$ cat src/hdl/serial_status_pkg.sv
// constants shared by the serial status flag logic
// assumes a single 125 MHz system clock and synchronous active-low reset
package serial_status_pkg;
    localparam int  DATA_W          = 8;
    localparam int  FLAG_N          = 6;
    localparam int  PAR_BIT         = 5;
    localparam int  FRM_BIT         = 4;
    localparam int  OVR_BIT         = 3;
    localparam int  RXF_BIT         = 2;
    localparam int  TXE_BIT         = 1;
    localparam int  TXEND_BIT       = 0;
    localparam logic RX_FULL_RST    = 1'h0;
    localparam logic TX_EMPTY_RST   = 1'h1;
    localparam logic TX_END_RST     = 1'h1;
    localparam logic ERR_RST        = 1'h0;
    localparam logic MP_RST         = 1'h0;
    localparam logic PARITY_EVEN    = 1'h0;
    localparam logic PARITY_ODD     = 1'h1;
    localparam logic STOP_GOOD      = 1'h1;
    localparam logic [7:0] DATA_RST = 8'h00;
endpackage

$ cat src/hdl/w0c_flag.sv
// one status flag that hardware sets and software clears by read-one then write-zero
// assumes read and write strobes are one-cycle pulses synchronous to sys_clk
`timescale 1ns/1ns
module w0c_flag (
    input  wire logic sys_clk,
    input  wire logic rst_n,
    input  wire logic rst_val,
    input  wire logic set_evt,
    input  wire logic hw_clr,
    input  wire logic rd_stb,
    input  wire logic wr_stb,
    input  wire logic wr_val,
    output logic      flag
);
    logic armed_reg;

    // a read that saw one arms the clear; any write disarms
    always_ff @(posedge sys_clk) begin
        if (!rst_n) begin
            armed_reg <= 1'h0;
        end else if (wr_stb) begin
            armed_reg <= 1'h0;
        end else if (rd_stb && flag) begin
            armed_reg <= 1'h1;
        end
    end

    // set wins over every clear; writing one does nothing
    always_ff @(posedge sys_clk) begin
        if (!rst_n) begin
            flag <= rst_val;
        end else if (set_evt) begin
            flag <= 1'h1;
        end else if (hw_clr || (wr_stb && !wr_val && armed_reg && flag)) begin // RQ2 RQ4 RQ6 RQ15
            flag <= 1'h0;
        end
    end
endmodule

$ cat src/hdl/serial_status_flags.sv
// status flags of an asynchronous serial interface
// assumes shift paths give one-cycle completion pulses; status is read and written as one word of strobes
`timescale 1ns/1ns
// Notes on behaviour
// (RQ1) parity error set when ones of data plus parity disagree with parity select
// (RQ2) parity error cleared by writing zero after reading it as one
// (RQ3) framing error set when final stop bit is sampled as zero
// (RQ4) framing error cleared only by write zero after read of one
// (RQ5) overrun set when reception completes while receive full is still one
// (RQ6) overrun cleared by write zero after reading it as one
// (RQ7) error-free reception loads holding register and sets receive full
// (RQ8) receive full clears on holding register read or write-zero after read-one
// (RQ9) transmit empty clears on holding register write or write-zero after read-one
// (RQ10) transmit empty set on move to shift register or when transmit enable drops
// (RQ11) transmit end set when last bit sent while transmit empty is one
// (RQ12) transmit end cleared when software writes the transmit holding register
// (RQ13) chosen multiprocessor bit is sent with each transmitted character
// (RQ14) multiprocessor bit of last received character is readable
// (RQ15) writing one or unarmed zero to a flag leaves it unchanged
// (RQ16) software should read receive data before the next character completes
module serial_status_flags
    import serial_status_pkg::*;
(
    input  wire logic                                 sys_clk,
    input  wire logic                                 rst_n,
    input  wire logic                                 parity_select,
    input  wire logic                                 tx_enable,
    input  wire logic                                 mp_bit_to_send,
    input  wire logic                                 rx_done,
    input  wire logic [serial_status_pkg::DATA_W-1:0] rx_shift_reg,
    input  wire logic                                 rx_parity_bit,
    input  wire logic                                 rx_parity_en,
    input  wire logic                                 rx_stop_bit,
    input  wire logic                                 rx_mp_bit,
    input  wire logic                                 rx_data_rd,
    input  wire logic                                 tx_data_wr,
    input  wire logic [serial_status_pkg::DATA_W-1:0] tx_data_in,
    input  wire logic                                 tx_load,
    input  wire logic                                 tx_last_bit,
    input  wire logic                                 status_rd,
    input  wire logic                                 status_wr,
    input  wire logic [5:0]                           status_wdata,
    output logic      [serial_status_pkg::DATA_W-1:0] rx_holding_reg,
    output logic      [serial_status_pkg::DATA_W-1:0] tx_holding_reg,
    output logic      [serial_status_pkg::DATA_W-1:0] tx_shift_data,
    output logic                                      tx_mp_bit,
    output logic                                      mp_bit_received,
    output logic                                      parity_err_flag,
    output logic                                      framing_err_flag,
    output logic                                      overrun_flag,
    output logic                                      rx_full_flag,
    output logic                                      tx_empty_flag,
    output logic                                      tx_end_flag
);
    import serial_status_pkg::*;

    // ***************************************
    // receive completion decode
    // ***************************************
    logic parity_sum;
    logic parity_bad;
    logic stop_bad;
    logic overrun_evt;
    logic rx_good;

    // data plus parity bit folded to one bit: one means an odd count of ones
    assign parity_sum  = ^{rx_shift_reg, rx_parity_bit};
    // parity is only judged when the frame carries a parity bit
    assign parity_bad  = rx_done && rx_parity_en && (parity_sum != parity_select); // RQ1
    assign stop_bad    = rx_done && (rx_stop_bit != STOP_GOOD); // RQ3
    // a completion while the last character is still unread
    assign overrun_evt = rx_done && rx_full_flag; // RQ5
    // only a clean completion into an empty holding register loads it
    assign rx_good     = rx_done && !parity_bad && !stop_bad && !overrun_evt; // RQ7

    // ***************************************
    // receive data registers
    // ***************************************
    // on overrun the unread character is kept and the new one is dropped
    always_ff @(posedge sys_clk) begin
        if (!rst_n) begin
            rx_holding_reg <= DATA_RST;
        end else if (rx_good) begin
            rx_holding_reg <= rx_shift_reg; // RQ7
        end
    end

    // the multiprocessor bit travels with the character that carried it
    always_ff @(posedge sys_clk) begin
        if (!rst_n) begin
            mp_bit_received <= MP_RST;
        end else if (rx_good) begin
            mp_bit_received <= rx_mp_bit; // RQ14
        end
    end

    // ***************************************
    // transmit data registers
    // ***************************************
    always_ff @(posedge sys_clk) begin
        if (!rst_n) begin
            tx_holding_reg <= DATA_RST;
        end else if (tx_data_wr) begin
            tx_holding_reg <= tx_data_in;
        end
    end

    // the shift path keeps its copy; later holding writes wait for the next load
    always_ff @(posedge sys_clk) begin
        if (!rst_n) begin
            tx_shift_data <= DATA_RST;
        end else if (tx_load) begin
            tx_shift_data <= tx_holding_reg;
        end
    end

    // captured at load, so a change of the chosen bit waits for the next character
    always_ff @(posedge sys_clk) begin
        if (!rst_n) begin
            tx_mp_bit <= MP_RST;
        end else if (tx_load) begin
            tx_mp_bit <= mp_bit_to_send; // RQ13
        end
    end

    // ***************************************
    // transmit enable edge
    // ***************************************
    logic tx_en_reg;
    logic tx_en_fall;

    // resets to the idle level so that no false fall follows reset
    always_ff @(posedge sys_clk) begin
        if (!rst_n) begin
            tx_en_reg <= 1'h0;
        end else begin
            tx_en_reg <= tx_enable;
        end
    end
    assign tx_en_fall = tx_en_reg && !tx_enable; // RQ10

    // ***************************************
    // flag vectors, one bit per flag
    // ***************************************
    logic [FLAG_N-1:0] set_vec;
    logic [FLAG_N-1:0] hwclr_vec;
    logic [FLAG_N-1:0] rst_vec;
    logic [FLAG_N-1:0] flag_vec;
    logic              tx_empty_evt;
    logic              tx_end_evt;

    // ***************************************
    // receive flag events
    // ***************************************
    assign set_vec[PAR_BIT]   = parity_bad; // RQ1
    assign set_vec[FRM_BIT]   = stop_bad; // RQ3
    assign set_vec[OVR_BIT]   = overrun_evt; // RQ5
    assign set_vec[RXF_BIT]   = rx_good; // RQ7

    // ***************************************
    // transmit flag events
    // ***************************************
    assign tx_empty_evt       = tx_load || tx_en_fall; // RQ10
    // the end of a character only counts once the holding register is empty
    assign tx_end_evt         = tx_last_bit && tx_empty_flag; // RQ11
    assign set_vec[TXE_BIT]   = tx_empty_evt; // RQ10
    assign set_vec[TXEND_BIT] = tx_end_evt; // RQ11

    // ***************************************
    // flag side-effect clears
    // ***************************************
    // error flags have no side-effect clear; only read-one then write-zero
    assign hwclr_vec[PAR_BIT]   = 1'h0; // RQ2
    assign hwclr_vec[FRM_BIT]   = 1'h0; // RQ4
    assign hwclr_vec[OVR_BIT]   = 1'h0; // RQ6
    // reading the character frees the holding register
    assign hwclr_vec[RXF_BIT]   = rx_data_rd; // RQ8
    // new transmit data means the holding register is full and sending resumes
    assign hwclr_vec[TXE_BIT]   = tx_data_wr; // RQ9
    assign hwclr_vec[TXEND_BIT] = tx_data_wr; // RQ12

    // ***************************************
    // flag reset values
    // ***************************************
    // the transmit side leaves reset idle: empty and ended
    assign rst_vec[PAR_BIT]   = ERR_RST;
    assign rst_vec[FRM_BIT]   = ERR_RST;
    assign rst_vec[OVR_BIT]   = ERR_RST;
    assign rst_vec[RXF_BIT]   = RX_FULL_RST;
    assign rst_vec[TXE_BIT]   = TX_EMPTY_RST;
    assign rst_vec[TXEND_BIT] = TX_END_RST;

    // ***************************************
    // flag cells
    // ***************************************
    // all cells share the status strobes, so any status write disarms every flag
    genvar i;
    generate
        for (i = 0; i < FLAG_N; i++) begin : g_flag
            w0c_flag u_flag (
                .sys_clk (sys_clk),
                .rst_n   (rst_n),
                .rst_val (rst_vec[i]),
                .set_evt (set_vec[i]),
                .hw_clr  (hwclr_vec[i]),
                .rd_stb  (status_rd),
                .wr_stb  (status_wr),
                .wr_val  (status_wdata[i]), // RQ15
                .flag    (flag_vec[i])
            );
        end
    endgenerate

    // ***************************************
    // flag outputs
    // ***************************************
    assign parity_err_flag  = flag_vec[PAR_BIT];
    assign framing_err_flag = flag_vec[FRM_BIT];
    assign overrun_flag     = flag_vec[OVR_BIT];
    assign rx_full_flag     = flag_vec[RXF_BIT];
    assign tx_empty_flag    = flag_vec[TXE_BIT];
    assign tx_end_flag      = flag_vec[TXEND_BIT];
endmodule

$ cat config.mk
export PLATFORM = sky130hd
export DESIGN_NAME = serial_status_flags
export DESIGN_NICKNAME = d
export VERILOG_FILES = /design/src/hdl/serial_status_pkg.sv /design/src/hdl/w0c_flag.sv /design/src/hdl/serial_status_flags.sv
export SDC_FILE = /design/constraint.sdc
export NUM_CORES = 1
export LEC_CHECK = 0
export BUFFER_PORTS_ARGS = -buffer_cell sky130_fd_sc_hd__buf_4
export CORE_UTILIZATION = 45
export CTS_CLUSTER_DIAMETER = 50
export DETAILED_ROUTE_END_ITERATION = 12
export GPL_ROUTABILITY_DRIVEN = 1
export GPL_TIMING_DRIVEN = 0
export HOLD_SLACK_MARGIN = 0.1
export PLACE_DENSITY = 0.78
export SETUP_SLACK_MARGIN = 0.4
export SLEW_MARGIN = 20
export SYNTH_ARGS = -nofsm -noshare
export SYNTH_HDL_FRONTEND = slang
export SYNTH_SLANG_ARGS = --single-unit
$ cat constraint.sdc
create_clock -name sys_clk -period 2.15 [get_ports sys_clk]
set_input_delay 0.3225 -clock sys_clk [delete_from_list [all_inputs] [get_ports sys_clk]]
set_output_delay 0.3225 -clock sys_clk [all_outputs]
set_load 0.02 [all_outputs]
==> reports/summary.log <==
INFO  outcome        outcome=finished clean
INFO  placement      placed_cell_area=2053µm²
INFO  setup_path     critPathCaptureType=flop
INFO  clock_network  cts_tree=yes
INFO  final_layout   finish.net_count=260
INFO  sta            setup_viol=0
INFO  final_layout   drive_gt1_frac=0.3543
INFO  synthesis      main_combinational_cell_family_by_area_after_synthesis=simple AND/OR/NAND/NOR gates
INFO  setup_path     ff2ff_path_depth=4
INFO  global_routing total_routing_resource_utilization_after_global_routing=0.2098
INFO  synthesis      synth_sequential_area_ratio=0.5275
INFO  clock_network  clock-sinks=39
INFO  clock_network  cts_root_buffer=sky130_fd_sc_hd__clkbuf_4
INFO  setup_path     rr_endpoint=g_flag[1].u_flag.flag
INFO  sta            worst_clock_skew=0.006364ns
INFO  setup_path     critical_path.endpoint=rx_holding_reg[6]
INFO  route          via_count=1307
INFO  die            fp.dieW=59.35µm
INFO  placement      place.detailed.instances=258
INFO  final_layout   flow.area_growth_from_synthesis=43.36%
INFO  pwr            power.combinational.fraction=0.224
INFO  route          vias_per_cell=4.895
INFO  clock_network  clock_insertion_delay_worst_skew=0.33ns
INFO  final_layout   final-instance-count-excl-fill=267
INFO  final_layout   multiInputGateArea=695.7µm²
INFO  min_path       min_path_type=in2reg
INFO  synthesis      synth_compound_area_frac=0.1310
INFO  synthesis      synth_cells=147
INFO  setup_path     critPathKind=in2reg
INFO  setup_path     r2r-start=g_flag[1].u_flag.armed_reg
INFO  setup_path     worst_setup_path_start_kind=input pin
INFO  setup_path     critical_path.top_delay_family=XOR/XNOR gates
INFO  sta            timing.final.crit_share=0.7688
INFO  route          drt-pass1-iter-count=4
INFO  setup_path     worst_ep_arrival_time=1.91ns
INFO  die            fp-row-count=20
INFO  die            initial_utilization=0.4809
INFO  synthesis      post-synth-top-area-cell=sky130_fd_sc_hd__dfxtp_1
INFO  global_routing grt_max_degree=12
INFO  sta            final-max-slew-violation-count=0
INFO  clock_network  ctsLongestPathBuffers=2
INFO  pwr            p_leak=0.9741nW
INFO  pwr            power.sequential.fraction=0.542
INFO  final_layout   final.fill_count=260
INFO  pwr            power.density=688.7nW/µm²
INFO  setup_path     cp_common_cell=sky130_fd_sc_hd__xnor2_2
INFO  pwr            pwr-share-clk=0.234
INFO  sta            tightestPinTransition=0.7021ns
INFO  job            max_cap_violations=0
INFO  route          detail_route.drc_violations=0
INFO  synthesis      synth_seq_cells=39
INFO  final_layout   finalCoreUtilization=0.6894
INFO  sta            final.setup.tns=0ns
INFO  sta            finalHoldViolations=0
INFO  setup_path     cpPeakStageDelay=0.44ns
INFO  global_routing global_route.overflow_total=0
INFO  placement      hpwlAfterDp=2624µm
INFO  synthesis      yosys.area_share.adder=0
INFO  die            design.die.area=3522µm²
INFO  synthesis      synth_nets=185
INFO  synthesis      synthDominantCellAreaShare=0.5275
INFO  sta            achievable-frequency=605.0MHz
INFO  pwr            p_sw=0.4077mW
INFO  synthesis      xor_and_xnor_area_share_after_synthesis=0.06171
INFO  final_layout   layout.area.seq=780.7µm²
INFO  die            fp.dieH=59.35µm
INFO  sta            rsz0062_at_grt=no
INFO  final_layout   antenna-diode-count=0
INFO  route          drt_iter0_markers=49
INFO  setup_path     worstPathBufferInverterCount=2
INFO  route          drt-total-wl=3448µm
INFO  setup_path     reg2reg_slack=1.04ns
INFO  die            core_area=3078µm²
INFO  global_routing vias_in_the_first_global_route=1259
INFO  clock_network  clock_buffer_count_from_cts=5
INFO  synthesis      ys_types=23
INFO  final_layout   final_instance_area=2122µm²
INFO  clock_network  cts.reportedPaths.clkPinSlew=0.11ns
INFO  sta            min_cycle_time_layout=1.653ns
INFO  pwr            cell_internal_pwr=1.054mW
INFO  placement      routability_congestion=0.8005
INFO  clock_network  cts.hold.buffers_added=0
INFO  sta            timing.max_slew.rel_slack=0.5319
INFO  setup_path     critical_path_depth=7
INFO  synthesis      mean_area_per_synthesized_cell=10.07µm²
INFO  setup_path     cp.required=2.41ns
INFO  synthesis      synth-simple-area-share=0.1471
INFO  placement      port_buffers=67
INFO  global_routing grt_antenna_before_repair=0
INFO  synthesis      yosys-mux-area-fraction=0.1150
INFO  pwr            max-vdd-ir-drop=431.8µV
INFO  route          drt.antenna.violating_nets=0
INFO  setup_path     crit_path_max_fanout=10
INFO  global_routing grt_first_pass_wirelength=5402µm
INFO  setup_path     crit_chain=buf_4 > xnor2_2 > xnor3_1 > xnor2_2 > a2111oi_4 > buf_6 > o2bb2ai_1
INFO  clock_network  htree_levels=2
INFO  synthesis      post_synth_instance_area=1480µm²
INFO  route          wl_per_cell=12.91µm
INFO  die            io-pin-count=70
INFO  setup_path     cpMaxStageDelayCell=sky130_fd_sc_hd__xnor3_1
INFO  sta            worst_hold_slack=0.1966ns
INFO  setup_path     critical_path.startpoint=rx_shift_reg[5]
INFO  synthesis      top_cells_by_area_synth=sky130_fd_sc_hd__dfxtp_1 (53%), sky130_fd_sc_hd__mux2i_1 (11%), sky130_fd_sc_hd__nor2_1 (6.1%), sky130_fd_sc_hd__o2bb2ai_1 (5.3%), sky130_fd_sc_hd__nand2_1 (4.3%)
INFO  pwr            switching_share=0.2790
INFO  synthesis      number_of_warning_messages_in_the_yosys_log=0
[worst min-delay path by stage]
stage                     depth (start not counted)                          to                       start
after floorplan                                   2  g_flag[0].u_flag.armed_reg  g_flag[0].u_flag.armed_reg
after global placement                            2  g_flag[4].u_flag.armed_reg  g_flag[4].u_flag.armed_reg
after detailed placement                          2           rx_holding_reg[1]           rx_holding_reg[1]
after CTS                                         2           rx_holding_reg[7]             rx_shift_reg[7]
after global routing                              2           rx_holding_reg[3]             rx_shift_reg[3]
final                                             2             mp_bit_received                   rx_mp_bit
[per-layer routing]
layer / GRT usage / wire length (µm) / vias up
met5: 0 / 0 / -
met1: 0.2452 / 1485 / 607
li1: - / - / 650
met3: 0.04148 / 162 / 7
met4: 0.1054 / 52 / 0
met2: 0.3628 / 1748 / 43
[area by class of cell]
class	count	area share
tap	44	0.02594
timing repair buffer	68	0.2423
sequential	39	0.3679
multi-input combinational	101	0.3278
buffer	5	0.008844
clock buffer	7	0.02123
inverter	2	0.003538
clock inverter	1	0.002358
[per-stage QoR]
stage / setup WS [ns] / power, mW
after global routing: 0.4073 / 1.531
after detailed placement: 0.005543 / 1.130
after CTS: 0.4699 / 1.475
after floorplan: 0.3767 / 0.9850
final: 0.4970 / 1.461
after global placement: 0.07316 / 1.119
[logic make-up (layout without fill, tap and decap cells)]
group                     Yosys count  in the layout
and+or+nand+nor                    51             51
DFF                                39             39
AOI/OAI and AO/OA                  25             25
muxes                              17             17
xor gates and xnor gates            8              8
buffers and inverters               7             83
[placed cells by master, fill, tap and decap left out, drive strengths merged, types with 2 or more instances in the layout]
master,netlist,layout
buf,0,68
dfxtp,39,39
nor2,24,24
mux2i,17,17
nand2,17,17
clkbuf,5,12
o2bb2ai,9,9
a21oi,9,9
xnor2,5,5
o21ai,4,4
inv,2,2
xor2,2,2
nand2b,2,2
nor2b,2,2
nand3,2,2
[Yosys cell counts]
library cell / n
sky130_fd_sc_hd__dfxtp_1: 39
sky130_fd_sc_hd__nor2_1: 24
sky130_fd_sc_hd__mux2i_1: 17
sky130_fd_sc_hd__nand2_1: 17
sky130_fd_sc_hd__a21oi_1: 9
sky130_fd_sc_hd__o2bb2ai_1: 9
sky130_fd_sc_hd__clkbuf_1: 5
sky130_fd_sc_hd__o21ai_0: 4
sky130_fd_sc_hd__xnor2_1: 4
sky130_fd_sc_hd__inv_1: 2
sky130_fd_sc_hd__nand2b_1: 2
sky130_fd_sc_hd__nand3_1: 2
sky130_fd_sc_hd__nor2b_1: 2
sky130_fd_sc_hd__xor2_1: 2
sky130_fd_sc_hd__a2111oi_4: 1
sky130_fd_sc_hd__a211oi_2: 1
sky130_fd_sc_hd__a41o_1: 1
sky130_fd_sc_hd__and2_1: 1
sky130_fd_sc_hd__nand3b_1: 1
sky130_fd_sc_hd__nor3b_1: 1
sky130_fd_sc_hd__or4_1: 1
sky130_fd_sc_hd__xnor2_2: 1
sky130_fd_sc_hd__xnor3_1: 1
[power by group through the flow]
stage | clock network [mW] | logic [mW] | registers [mW]
after global placement | 0 | 0.314 | 0.805
after CTS | 0.353 | 0.329 | 0.792
after global routing | 0.382 | 0.353 | 0.797
after floorplan | 0 | 0.137 | 0.848
final | 0.341 | 0.328 | 0.792
after detailed placement | 0 | 0.322 | 0.808
[worst register-to-register path, delay by kind of cell, from the launching register on]
kind / cells / cell delay (ns)
AND/OR/NAND/NOR: 4 / 0.66
flip-flops: 1 / 0.34
[what timing repair did]
item,in CTS,in global routing
pin swaps,1,0
setup endpoints to repair,9,2
setup buffers,1,0
resized for setup,1,1
cloned,0,0
Power figures use the tool's default switching activity.
